$ cat config.mk
export PLATFORM = sky130hd
export DESIGN_NAME = wdrs_top
export DESIGN_NICKNAME = d
export VERILOG_FILES = /design/src/rtl/wdrs_pkg.sv /design/src/rtl/wdrs_top.sv
export SDC_FILE = /design/constraint.sdc
export NUM_CORES = 1
export LEC_CHECK = 0
export BUFFER_PORTS_ARGS = -buffer_cell sky130_fd_sc_hd__buf_4
export CAP_MARGIN = 0
export CORE_MARGIN = 5
export CORE_UTILIZATION = 54
export DETAILED_ROUTE_END_ITERATION = 16
export PLACE_DENSITY = 0.93
export SKIP_LAST_GASP = 1
export SLEW_MARGIN = 20
export SYNTH_ARGS = -nofsm -noshare
export SYNTH_HDL_FRONTEND = slang
export SYNTH_SLANG_ARGS = --single-unit
export TNS_END_PERCENT = 1
$ cat constraint.sdc
create_clock -name clk -period 8.1 [get_ports clk]
set_clock_uncertainty 0.05 [all_clocks]
set_input_delay 1.62 -clock clk [delete_from_list [all_inputs] [get_ports clk]]
set_output_delay 1.62 -clock clk [all_outputs]
set_load 0.05 [all_outputs]
$ cat src/rtl/wdrs_pkg.sv
package wdrs_pkg;

  // ********************************************************
  // bus layout
  // ********************************************************
  localparam int unsigned ADR_W = 8;
  localparam int unsigned DAT_W = 32;
  localparam logic [5:0] CTRL_IDX = 6'h21;
  localparam logic [5:0] CAUSE_IDX = 6'h22;

  // ********************************************************
  // watchdog_control_status fields
  // ********************************************************
  localparam int unsigned IRQF_BIT = 7;
  localparam int unsigned IE_BIT = 6;
  localparam int unsigned SEL3_BIT = 5;
  localparam int unsigned CU_BIT = 4;
  localparam int unsigned EN_BIT = 3;
  localparam int unsigned SEL_LO_MSB = 2;

  // ********************************************************
  // reset_cause_status fields
  // ********************************************************
  localparam int unsigned WD_RESET_CAUSE_FLAG_BIT = 3;
  localparam int unsigned BROWNOUT_CAUSE_FLAG_BIT = 2;
  localparam int unsigned EXTF_BIT = 1;
  localparam int unsigned POWERON_CAUSE_FLAG_BIT = 0;
  localparam logic [3:0] CAUSE_RST = 4'h1;

  // ********************************************************
  // timing
  // ********************************************************
  localparam logic [2:0] UNLOCK_CYCLES = 3'h4;
  localparam logic [3:0] SEL_MAX = 4'h9;
  localparam int unsigned BASE_OSC_CYCLES = 2048;
  localparam int unsigned CNT_BITS = 20;

  typedef enum logic [1:0] {
    MODE_STOP = 2'b00,
    MODE_IRQ = 2'b01,
    MODE_RST = 2'b10
  } wdrs_mode_t;

  typedef struct packed {
    logic cyc;
    logic stb;
    logic we;
    logic [3:0] sel;
    logic [ADR_W-1:0] adr;
    logic [DAT_W-1:0] dat;
  } wdrs_wb_req_t;

  typedef struct packed {
    logic ack;
    logic [DAT_W-1:0] dat;
  } wdrs_wb_rsp_t;

endpackage

$ cat src/rtl/wdrs_top.sv
// Our own choice: the Wishbone register port.
`timescale 1ns/1ps
// Overview of operation
// cause register upper four bits read zero
// watchdog cause flag set by watchdog reset
// brownout cause flag set by brownout reset
// pin cause flag set by external reset
// poweron flag set by poweron, software clears
// software reads then clears causes early
// timeout in interrupt mode sets irq flag
// interrupt requested only with both enables
// enable and irq enable select timeout action
// both set: timeout clears irq enable
// change unlock clears after four cycles
// disable only inside unlock window
// prescaler changes only inside unlock window
// level two never disables watchdog
// level one: watchdog flag forces enable
// init software clears flag and enable
// four bit prescaler, bit five msb
// codes zero to nine double from 2K
// reserved codes fall back to valid code
// counter advances on oscillator ticks
// counter restarts on restart, disable, reset
// reset mode timeout gives one cycle pulse
// level two enable reads one
// safety level strap sampled after reset
module wdrs_top #(
  parameter int unsigned BASE_CYCLES = wdrs_pkg::BASE_OSC_CYCLES,
  parameter int unsigned CNT_W = wdrs_pkg::CNT_BITS
) (
  input wire logic clk,
  input wire logic rst_n,
  input wire wdrs_pkg::wdrs_wb_req_t wb_req,
  output wdrs_pkg::wdrs_wb_rsp_t wb_rsp,
  input wire logic osc_tick,
  input wire logic wdr_restart,
  input wire logic gie,
  input wire logic irq_taken,
  input wire logic bor_event,
  input wire logic ext_event,
  input wire logic safety_level2_strap,
  output logic irq_req,
  output logic wd_reset_pulse
);
  import wdrs_pkg::*;

  // ********************************************************
  // state
  // ********************************************************
  logic irqf;
  logic ie;
  logic en;
  logic [3:0] sel;
  logic [2:0] cu_cnt;
  logic [3:0] flags;
  logic level2;
  logic strap_done;
  logic [CNT_W-1:0] cnt;

  // ********************************************************
  // bus decode
  // ********************************************************
  wire req_on = wb_req.cyc & wb_req.stb;
  wire ctrl_hit = (wb_req.adr[ADR_W-1:2] == CTRL_IDX);
  wire cause_hit = (wb_req.adr[ADR_W-1:2] == CAUSE_IDX);
  wire wr_take = req_on & wb_req.we & wb_req.sel[0] & wb_rsp.ack;
  wire wr_ctrl = wr_take & ctrl_hit;
  wire wr_cause = wr_take & cause_hit;
  wire [7:0] wd = wb_req.dat[7:0];
  wire wr_open = wr_ctrl & wd[CU_BIT] & wd[EN_BIT];
  wire cu = (cu_cnt != 3'h0);

  // ********************************************************
  // mode and timeout
  // ********************************************************
  wire en_eff = en | level2 | flags[WD_RESET_CAUSE_FLAG_BIT];
  wire soft_rst = wd_reset_pulse | bor_event | ext_event;
  wdrs_mode_t mode;
  assign mode = ie ? MODE_IRQ : (en_eff ? MODE_RST : MODE_STOP);
  wire running = (mode != MODE_STOP);
  wire [3:0] sel_eff = (sel > SEL_MAX) ? SEL_MAX : sel;
  wire [31:0] limit_full = 32'(BASE_CYCLES) << sel_eff;
  wire [CNT_W-1:0] limit_m1 = CNT_W'(limit_full - 32'h0000_0001);
  wire timeout = running & osc_tick & (cnt == limit_m1);
  wire to_irq = timeout & (mode == MODE_IRQ);
  wire to_rst = timeout & (mode == MODE_RST);

  wire [CNT_W-1:0] next_cnt =
    (soft_rst | wdr_restart | ~running | timeout) ? '0 :
    (osc_tick ? CNT_W'(cnt + 1'b1) : cnt);

  // ********************************************************
  // control register next values
  // ********************************************************
  wire next_irqf = to_irq |
    (irqf & ~(wr_ctrl & wd[IRQF_BIT]) & ~irq_taken);
  wire next_ie = (timeout & ie & en_eff) ? 1'b0 :
    (wr_ctrl ? wd[IE_BIT] : ie);
  wire dis_ok = cu & ~level2 & ~flags[WD_RESET_CAUSE_FLAG_BIT];
  // a set watchdog cause flag latches enable, so clearing the flag alone
  // leaves the watchdog running until the timed disable
  wire next_en = flags[WD_RESET_CAUSE_FLAG_BIT] | (wr_ctrl ?
    (wd[EN_BIT] | (en & ~dis_ok)) : en);
  wire [3:0] next_sel = (wr_ctrl & cu) ?
    {wd[SEL3_BIT], wd[SEL_LO_MSB:0]} : sel;
  wire [2:0] next_cu_cnt = wr_open ? UNLOCK_CYCLES :
    ((wr_ctrl & ~wd[CU_BIT]) ? 3'h0 :
    (cu ? 3'(cu_cnt - 3'h1) : 3'h0));

  // ********************************************************
  // read mux
  // ********************************************************
  wire [7:0] ctrl_rd = {irqf, ie, sel[3], cu, en_eff, sel[2:0]};
  wire [7:0] cause_rd = {4'h0, flags};
  wire [DAT_W-1:0] rd_data = ctrl_hit ? {24'h00_0000, ctrl_rd} :
    (cause_hit ? {24'h00_0000, cause_rd} : '0);

  // ********************************************************
  // reset cause flags
  // ********************************************************
  wire [3:0] flag_set = {to_rst, bor_event, ext_event, 1'b0};
  genvar gi;
  generate
    for (gi = 0; gi < 4; gi++) begin : g_flag
      wire clr = wr_cause & ~wd[gi];
      always_ff @(posedge clk or negedge rst_n) begin
        if (!rst_n) begin
          flags[gi] <= CAUSE_RST[gi];
        end else begin
          flags[gi] <= flag_set[gi] | (flags[gi] & ~clr);
        end
      end
    end
  endgenerate

  // ********************************************************
  // safety level strap
  // ********************************************************
  always_ff @(posedge clk or negedge rst_n) begin
    if (!rst_n) begin
      strap_done <= 1'b0;
      level2 <= 1'b0;
    end else if (!strap_done) begin
      strap_done <= 1'b1;
      level2 <= safety_level2_strap;
    end
  end

  // ********************************************************
  // control register and counter
  // ********************************************************
  always_ff @(posedge clk or negedge rst_n) begin
    if (!rst_n) begin
      irqf <= 1'b0;
      ie <= 1'b0;
      en <= 1'b0;
      sel <= 4'h0;
      cu_cnt <= 3'h0;
    end else if (soft_rst) begin
      irqf <= 1'b0;
      ie <= 1'b0;
      en <= 1'b0;
      sel <= 4'h0;
      cu_cnt <= 3'h0;
    end else begin
      irqf <= next_irqf;
      ie <= next_ie;
      en <= next_en;
      sel <= next_sel;
      cu_cnt <= next_cu_cnt;
    end
  end

  always_ff @(posedge clk or negedge rst_n) begin
    if (!rst_n) begin
      cnt <= '0;
    end else begin
      cnt <= next_cnt;
    end
  end

  // ********************************************************
  // outputs
  // ********************************************************
  always_ff @(posedge clk or negedge rst_n) begin
    if (!rst_n) begin
      irq_req <= 1'b0;
      wd_reset_pulse <= 1'b0;
    end else begin
      irq_req <= irqf & ie & gie;
      wd_reset_pulse <= to_rst;
    end
  end

  always_ff @(posedge clk or negedge rst_n) begin
    if (!rst_n) begin
      wb_rsp <= '0;
    end else begin
      wb_rsp.ack <= req_on & ~wb_rsp.ack;
      wb_rsp.dat <= (req_on & ~wb_rsp.ack) ? rd_data : '0;
    end
  end
endmodule

---- After elaboration in Yosys (flattened, before gate mapping) ----
Index checks and enable logic that the tools add are counted.
word-level totals
  register bits after elaboration ......... 71
  bits in latches ......................... 0
  RAM bits ................................ 0
  bits in read-only memories .............. 0
  memories kept ........................... 0
operators by class
  $add $sub $neg .......................... 3
  multiply operators ...................... 0
  divide/modulo/power cells ............... 0
  magnitude comparators ................... 1
  eq/ne operators ......................... 5
  shifts and indexed selects .............. 1
  muxes and demuxes ....................... 20
  bitwise logic cells ..................... 62
  reductions and logical operators ........ 5
operators with widths
  kind                   count
  $mux 20                2
  $and 1x1->1            33
  $add 20x1->20 const B  1
  $eq 20x20->1           1
  $shl 12x4->20 const A  1
  $sub 20x1->20 const B  1
  $mux 4                 4
  $mux 8                 2
  $not 1->1              16
  $or 1x1->1             13
  $eq 6x6->1 const B     2
  $mux 3                 4
  $mux 1                 6
  $reduce_bool 2->1      3
  $reduce_bool 3->1      2
  $gt 4x4->1 const B     1
  $mux 2                 2
  $sub 3x1->3 const B    1
  $eq 2x1->1 const B     1
  $eq 2x2->1 const B     1

---- Logic depth before layout (Yosys ltp) ----
Gate-level depths: netlist of run 1.
  depth in word-level cells ............... 11
  depth in mapped cells ................... 11
  gate-level depth less buffers ........... 8

---- Worst setup path after synthesis of run 1 ----
OpenSTA, ideal clock, no wires.
  kind .................................... input to register
  start point ............................. input wb_req[37] (netlist name)
  end point ............................... register cu_cnt[0]
  arrival ................................. 3.104 ns
  data required time ...................... 7.896 ns
  slack ................................... 4.791 ns
  stages .................................. 5
  cells stage by stage .................... or4b_4 > or4_4 > buf_6 > o21ai_0 > nor3_1
between the ends
  word-level cells in the longest chain between the ends .. 6
ends and longest elaborated chain
  item                                          line                             text
  start: declaration                            wdrs_top.sv:34                   input wire wdrs_pkg::wdrs_wb_req_t wb_req,
  $eq 6x6->1 (*)                                wdrs_top.sv:65                   wire ctrl_hit = (wb_req.adr[ADR_W-1:2] == CTRL_IDX);
  $and 1x1->1 (*)                               wdrs_top.sv:68                   wire wr_ctrl = wr_take & ctrl_hit;
  $and 1x1->1, on equally long branches         wdrs_top.sv:108, wdrs_top.sv:71
  $mux 3 / $and 1x1->1 (equally long branches)  wdrs_top.sv:108, wdrs_top.sv:71
  $mux 3 (*)                                    wdrs_top.sv:107                  wire [2:0] next_cu_cnt = wr_open ? UNLOCK_CYCLES :
  $mux 3 (*)                                    wdrs_top.sv:160                  end else if (soft_rst) begin
  end signal: assignment                        wdrs_top.sv:171                  cu_cnt <= next_cu_cnt;
  end: declaration                              wdrs_top.sv:55                   logic [2:0] cu_cnt;
Mark *: on every way between the ends. The rest lies on a longest branch, timed or not.
A chain may end at the register's enable or synchronous reset.

---- Worst setup path after layout of run 1 ----
  start point ............................. register sel[3]
  end point ............................... register ie
between the ends
  word-level cells in the longest chain between the ends .. 10
ends and longest elaborated chain
  item                           line             text
  start: declaration             wdrs_top.sv:54   logic [3:0] sel;
  start signal: assignment       wdrs_top.sv:170  sel <= next_sel;
  $gt 4x4->1                     wdrs_top.sv:82   wire [3:0] sel_eff = (sel > SEL_MAX) ? SEL_MAX : sel;
  $mux 4 (*)                     wdrs_top.sv:82
  $shl 12x4->20 (*)              wdrs_top.sv:83   wire [31:0] limit_full = 32'(BASE_CYCLES) << sel_eff;
  $sub 20x1->20 (*)              wdrs_top.sv:84   wire [CNT_W-1:0] limit_m1 = CNT_W'(limit_full - 32'h0000_0001);
  $eq 20x20->1 (*)               wdrs_top.sv:85   wire timeout = running & osc_tick & (cnt == limit_m1);
  $and 1x1->1 (*)                wdrs_top.sv:85
  $and 1x1->1 (*) (2 in series)  wdrs_top.sv:98   wire next_ie = (timeout & ie & en_eff) ? 1'b0 :
  $mux 1                         wdrs_top.sv:98
  $mux 1                         wdrs_top.sv:160
  end signal: assignment         wdrs_top.sv:168  ie <= next_ie;
  end: declaration               wdrs_top.sv:52   logic ie;
Marks and branches as above.

==> results.yml, run 1 <==
run_status:
  outcome: "finished, final reports clean"
grt:
  grt-ovfl-total: 0
  grt_max_degree: 48
  grt_pass1_vias: 2143
  antenna_found_initial: 0
  grt_pass1_wl_mm: 10.02
  track_usage_pct: 19.93
detailed_routing:
  postRouteAntennaNets: 0
  first_pass_iters: 7
  routed_via_density: 5.694
  drc: 0
  post_drt_wl_per_cell_um: 15.26
  vias: 2175
  first_iter_violations: 203
  drt-total-wl_mm: 5.828
setup_path:
  worst-setup-path-type: "flop to flop"
  cp.required_ns: 8.21
  r2r_cells: 8
  r2r-end: "ie"
  critPathArrivalTime_ns: 3.71
  crit_fanout: 18
  critPathLaunchType: "flop"
  reg2reg_setup_slack_ns: 4.50
  end_kind: "flop"
  worstReg2RegStart: "sel[3]"
die:
  start_util_pct: 55.87
  core_um2: 4755
  die_area_um2: 6422
  rows: 25
  ioPinCount: 91
  die_y_um: 80.14
  fp.dieW_um: 80.14
yosys:
  ys_types: 52
  synth_edf_count: 0
  synthArstFlopShare_pct: 100.0
  synth_area_um2: 2656
  ys_ff_latch: 47
  synth.yosys.seq_area_share_pct: 44.32
  syn_area_per_cell_um2: 9.386
  yosysWarnings: 0
  syn_inst: 283
  ys.flop_type: "dfrtp_1"
timing:
  finalHoldViolCount: 0
  relSlewSlack_pct: 50.55
  worstMarginPinSlew_ns: 0.7350
  fin_crit_ns: 3.601
  whs_ns: 0.4139
  fin_crit_sh_pct: 44.45
  finalSetupTns_ns: 0
  finalSetupViolCount: 0
  grt_setup_unrepaired: "false"
  slew_violations: 0
  timing.fmax_mhz: 277.7
clock_tree:
  cts-root-buf: "clkbuf_8"
  cts_tree: "done"
  clockBufferDepth: 2
  postCtsSetupRepairBufs: 0
  cts.sinks: 47
  cts_htree_levels: 2
  clkLatencyLatePin_ns: 0.30
  ctsResizeCount: 0
  clk_pin_slew_ns: 0.09
  cts_hold_buf: 0
  cts_buffers: 5
worst_hold_path:
  hold_path_end: "cause_rd[0]"
  hold_class: "flop to flop"
  hold_start: "cause_rd[0]"
  hold_depth: 1
place:
  gp_congestion: 0.9067
  hpwl_mm: 4.256
  place_area_um2: 2856
  port-buffer-count: 37
finish:
  synthToLayoutAreaGrowth_pct: 11.30
  antenna_cells: 0
  design_area_um2: 2957
  drive_gt1_share_pct: 18.10
  num-nets-final: 372
run:
  cap_viol_max_count: 0
power:
  p_leak_nw: 1.270
  p_per_area_nw_per_um2: 146.6
  peakVddDrop_mv: 0.1326
critical path: stages (launching register included):
cell       delay (ns)
dfrtp_1          0.54
or2_1            0.32
or3b_2           0.48
ha_1             0.30
xnor2_1          0.12
a2111oi_0        0.56
o21ai_0          0.16
and4b_1          0.72
a31oi_1          0.19
flip-flops by register name, summed over array words and instances, names as in the netlist:
signal / cells
cause_rd: 4
cnt: 20
cu_cnt: 3
en: 1
ie: 1
irq_req: 1
irqf: 1
level2: 1
sel: 4
strap_done: 1
wb_rsp: 9
wd_reset_pulse: 1
metrics by stage:
step	power (mW)	instances	worst slack [ns]	utilization (%)
5_1_grt	0.4529	382	4.298	62.18
2_1_floorplan	0.2828	306	4.791	-
4_1_cts	0.4364	382	4.529	62.08
6_report	0.4335	382	4.499	62.18
3_3_place_gp	0.2900	374	4.442	60.08
3_5_place_dp	0.2910	374	4.398	60.08
cells by family (layout without fill, tap and decap cells):
| kind of cell | count (synthesis) | after routing | share of synthesized area (%) |
|---|---|---|---|
| simple gates | 117 | 117 | 23.69 |
| fa+ha+maj | 2 | 2 | 0.9419 |
| flops | 47 | 47 | 44.32 |
| buf+inv | 39 | 48 | 9.750 |
| compound gates | 51 | 51 | 12.58 |
| mux | 3 | 3 | 1.178 |
| other cells | 2 | 25 | 0.2827 |
| xor+xnor | 22 | 22 | 7.254 |
worst max-delay path by stage:
stage	from	endpoint	slack (ns)	cells past startpoint
2_1_floorplan	wb_req[37]	cu_cnt[0]	4.79	5
3_3_place_gp	wb_req[37]	cause_rd[3]	4.44	6
3_5_place_dp	wb_req[37]	cause_rd[3]	4.40	6
4_1_cts	sel[2]	ie	4.53	8
5_1_grt	sel[3]	ie	4.30	8
6_report	sel[3]	ie	4.50	8
area by class of cell:
cell class                      count  area, µm²
Timing Repair Buffer               37      277.8
Clock inverter                      1      8.758
Inverter                            3      11.26
Tap cell                           67      83.83
Multi-Input combinational cell    220       1311
Sequential cell                    47       1177
Clock buffer                        7      86.33
Fill cell                         395       1798
Yosys cell counts (all sizes together), types with 4 or more instances:
cell | instances | share of area, %
nand4 | 5 | 1.4
and3 | 5 | 1.2
a21oi | 13 | 2.4
xnor2 | 10 | 3.3
o21a | 4 | 1.1
dfrtp | 46 | 43
or3 | 6 | 1.4
nor3 | 24 | 4.5
clkbuf | 6 | 0.85
xor2 | 12 | 4.0
nor4 | 5 | 1.2
nand3 | 11 | 2.1
nor2 | 21 | 3.3
nand2 | 21 | 3.0
buf | 30 | 8.5
nand2b | 4 | 0.94
o21ai | 15 | 2.8
a22oi | 4 | 1.1
metal layers:
metal | global-route usage, % | share of wire (%)
met1 | 24.44 | 39
met2 | 33.69 | 52
met3 | 5.269 | 7.7
met4 | 7.095 | 1.8
met5 | 0 | 0
layout by cell type (no fill, tap or decap), drive strengths merged, types with 2 or more instances in the layout:
master and instances:
a2111oi 3, a21bo 2, a21oi 13, a22oi 4
and3 5, and4 2, buf 37, clkbuf 7
conb 25, dfrtp 46, ha 2, inv 4
mux2i 2, nand2 21, nand2b 4, nand3 11
nand4 5, nor2 21, nor2b 2, nor3 24
nor4 5, o21a 4, o21ai 15, o221ai 2
or2 2, or3 6, or3b 2, xnor2 10
xor2 12
power by group:
group	internal [mW]	leakage, nW	switching, mW
clock	0.0705	0.0489	0.0763
sequential	0.236	0.637	0.00130
combinational	0.0116	0.584	0.0382
total	0.318	1.27	0.116
(Power assumes the default switching activity.)
==> run 2, diff against run 1 <==
Settings changed: CORE_UTILIZATION 54 to 45, PLACE_DENSITY 0.93 to 0.84.
Clock period 8.1 ns to 3.1 ns, I/O delays scaled along.
==> run 2 against run 1 <==
Global-route usage decreased by 4.2 points. Design area increased by 2.7%. Total power increased to 2.6 times the previous value. Clock power increased to 2.7 times the previous value. Non-clock buffer count increased by 8. Largest cell class unchanged. Critical path depth increased by 1. First-iteration DRC count decreased by 40%. Register-to-register slack got worse by 4.2 ns.
==> results.yml, run 2 (synthesis results as in run 1) <==
run_status:
  outcome: "finished, final reports clean"
power:
  p_leak_nw: 1.316
  seqPwrFrac_pct: 54.3
  comb_power_share_pct: 11.4
  swShare_pct: 27.22
  internal_power_mw: 0.8284
  peakVddDrop_mv: 0.2981
  p_sw_mw: 0.3098
  total_power_mw: 1.138
  p_per_area_nw_per_um2: 374.8
  power_frac_clock_pct: 34.2
detailed_routing:
  first_pass_iters: 4
  post_drt_wl_per_cell_um: 14.52
  vias: 2121
  routed_via_density: 5.329
  drt-total-wl_mm: 5.777
  first_iter_violations: 121
  postRouteAntennaNets: 0
  drc: 0
setup_path:
  critPathArrivalTime_ns: 2.96
  crit_fanout: 11
  worst-setup-path-type: "flop to flop"
  crit_chain: "or2_1 > or3b_2 > ha_2 > xnor2_1 > xnor2_1 > a2111oi_2 > and4b_1 > buf_4 > nor3_1"
  critPathLaunchType: "flop"
  cp.required_ns: 3.21
  cpLargestDelayFamily: "simple AND/OR/NAND/NOR gates"
  cpMostUsedCell: "xnor2_1"
  critPathSlowestCell: "or3b_2"
  end_kind: "flop"
  critPathBufInv: 1
  slowest_delay_ns: 0.49
finish:
  antenna_cells: 0
  regMostFlops: "cnt"
  layout_commonest_cell: "dfrtp_1"
  synthToLayoutAreaGrowth_pct: 14.32
  largest_register_ffs: 20
  num-nets-final: 380
  multiInputGateArea_um2: 1320
  seq_area_um2: 1177
  final_cell_mix: "dfrtp_1, buf_4, conb_1"
  reg_top3: "cnt: 20 flops, wb_rsp: 9 flops"
  nFillCells: 526
  drive_gt1_share_pct: 21.05
grt:
  grt_max_degree: 48
  grt_pass1_wl_mm: 9.404
  busiest_layer: "met2"
  antenna_found_initial: 0
  grt_use_met2_pct: 27.19
  grtUsageMet3_pct: 2.662
  grt_pass1_vias: 1989
  track_usage_pct: 15.74
  grt-ovfl-total: 0
  use_met1_pct: 19.55
clock_tree:
  cts-root-buf: "clkbuf_8"
  cts_tree: "done"
  clockBufferDepth: 2
  clkLatencyLatePin_ns: 0.31
  cts_buffers: 5
  clk_pin_slew_ns: 0.09
  cts_hold_buf: 0
  cts_htree_levels: 2
  cts.sinks: 47
timing:
  finalSetupViolCount: 0
  fin_crit_sh_pct: 91.85
  grt_setup_unrepaired: "false"
  worstMarginPinSlew_ns: 1.105
  finalHoldViolCount: 0
  slew_violations: 0
  fin_crit_ns: 2.847
  timing.fmax_mhz: 351.2
  finalSetupTns_ns: 0
  relSlewSlack_pct: 25.74
die:
  die_y_um: 86.83
  start_util_pct: 45.68
  core_um2: 5816
  ioPinCount: 91
  fp.dieW_um: 86.83
  die_area_um2: 7539
  rows: 28
place:
  hpwl_mm: 4.275
  gp_congestion: 0.8011
  port-buffer-count: 37
worst_hold_path:
  hold_class: "input port to async pin"
run:
  cap_viol_max_count: 0
==> run 2: cell type report <==
type / count / share of cell area (%)
timing repair buffer: 45 / 11.12
sequential: 47 / 38.77
clock inverter: 2 / 0.4532
clock buffer: 6 / 2.719
inverter: 3 / 0.3708
tap: 75 / 3.090
multi-input combinational: 220 / 43.47
==> run 2: final timing paths <==
kind / from / to / slack, ns / cells after the start
max in group asynchronous: rst_n / cnt[19] / 2.34 / 1
min in group clk: cause_rd[0] / cause_rd[0] / 0.42 / 1
setup reg to reg: sel[3] / cnt[0] / 0.25 / 9
hold / removal: rst_n / irq_req / 0.25 / 1
hold reg to reg: cause_rd[0] / cause_rd[0] / 0.42 / 1
setup / recovery: sel[3] / cnt[0] / 0.25 / 9
==> run 2: per-layer routing <==
metal	vias up	routed length, µm
met4	0	91
li1	1032	-
met2	45	3040
met3	10	164
met5	-	0
met1	1034	2481
==> run 2: what timing repair did <==
action / CTS / global route
setup buffers: 0 / 0
gates resized for setup: 0 / 4
setup endpoints to repair: 0 / 18
==> run 2: per-stage QoR <==
step	utilization, %	std cells	hold slack (ns)	setup WS [ns]	cell area [µm²]
6_report	52.22	398	0.2491	0.2525	3037
5_1_grt	52.22	398	0.3114	0.07338	3037
4_1_cts	51.98	398	0.2795	0.04826	3023
3_5_place_dp	50.32	390	0.4057	0.1070	2927
3_3_place_gp	50.32	390	0.3987	0.1852	2927
2_1_floorplan	-	306	0.2744	0.3319	2743
==> run 2: power groups by stage <==
| stage | combinational (mW) | sequential (mW) | clock, mW |
|---|---|---|---|
| 4_1_cts | 0.130 | 0.618 | 0.396 |
| 6_report | 0.130 | 0.618 | 0.390 |
| 3_3_place_gp | 0.128 | 0.630 | 0 |
| 2_1_floorplan | 0.106 | 0.633 | 0 |
| 3_5_place_dp | 0.130 | 0.630 | 0 |
| 5_1_grt | 0.139 | 0.619 | 0.418 |
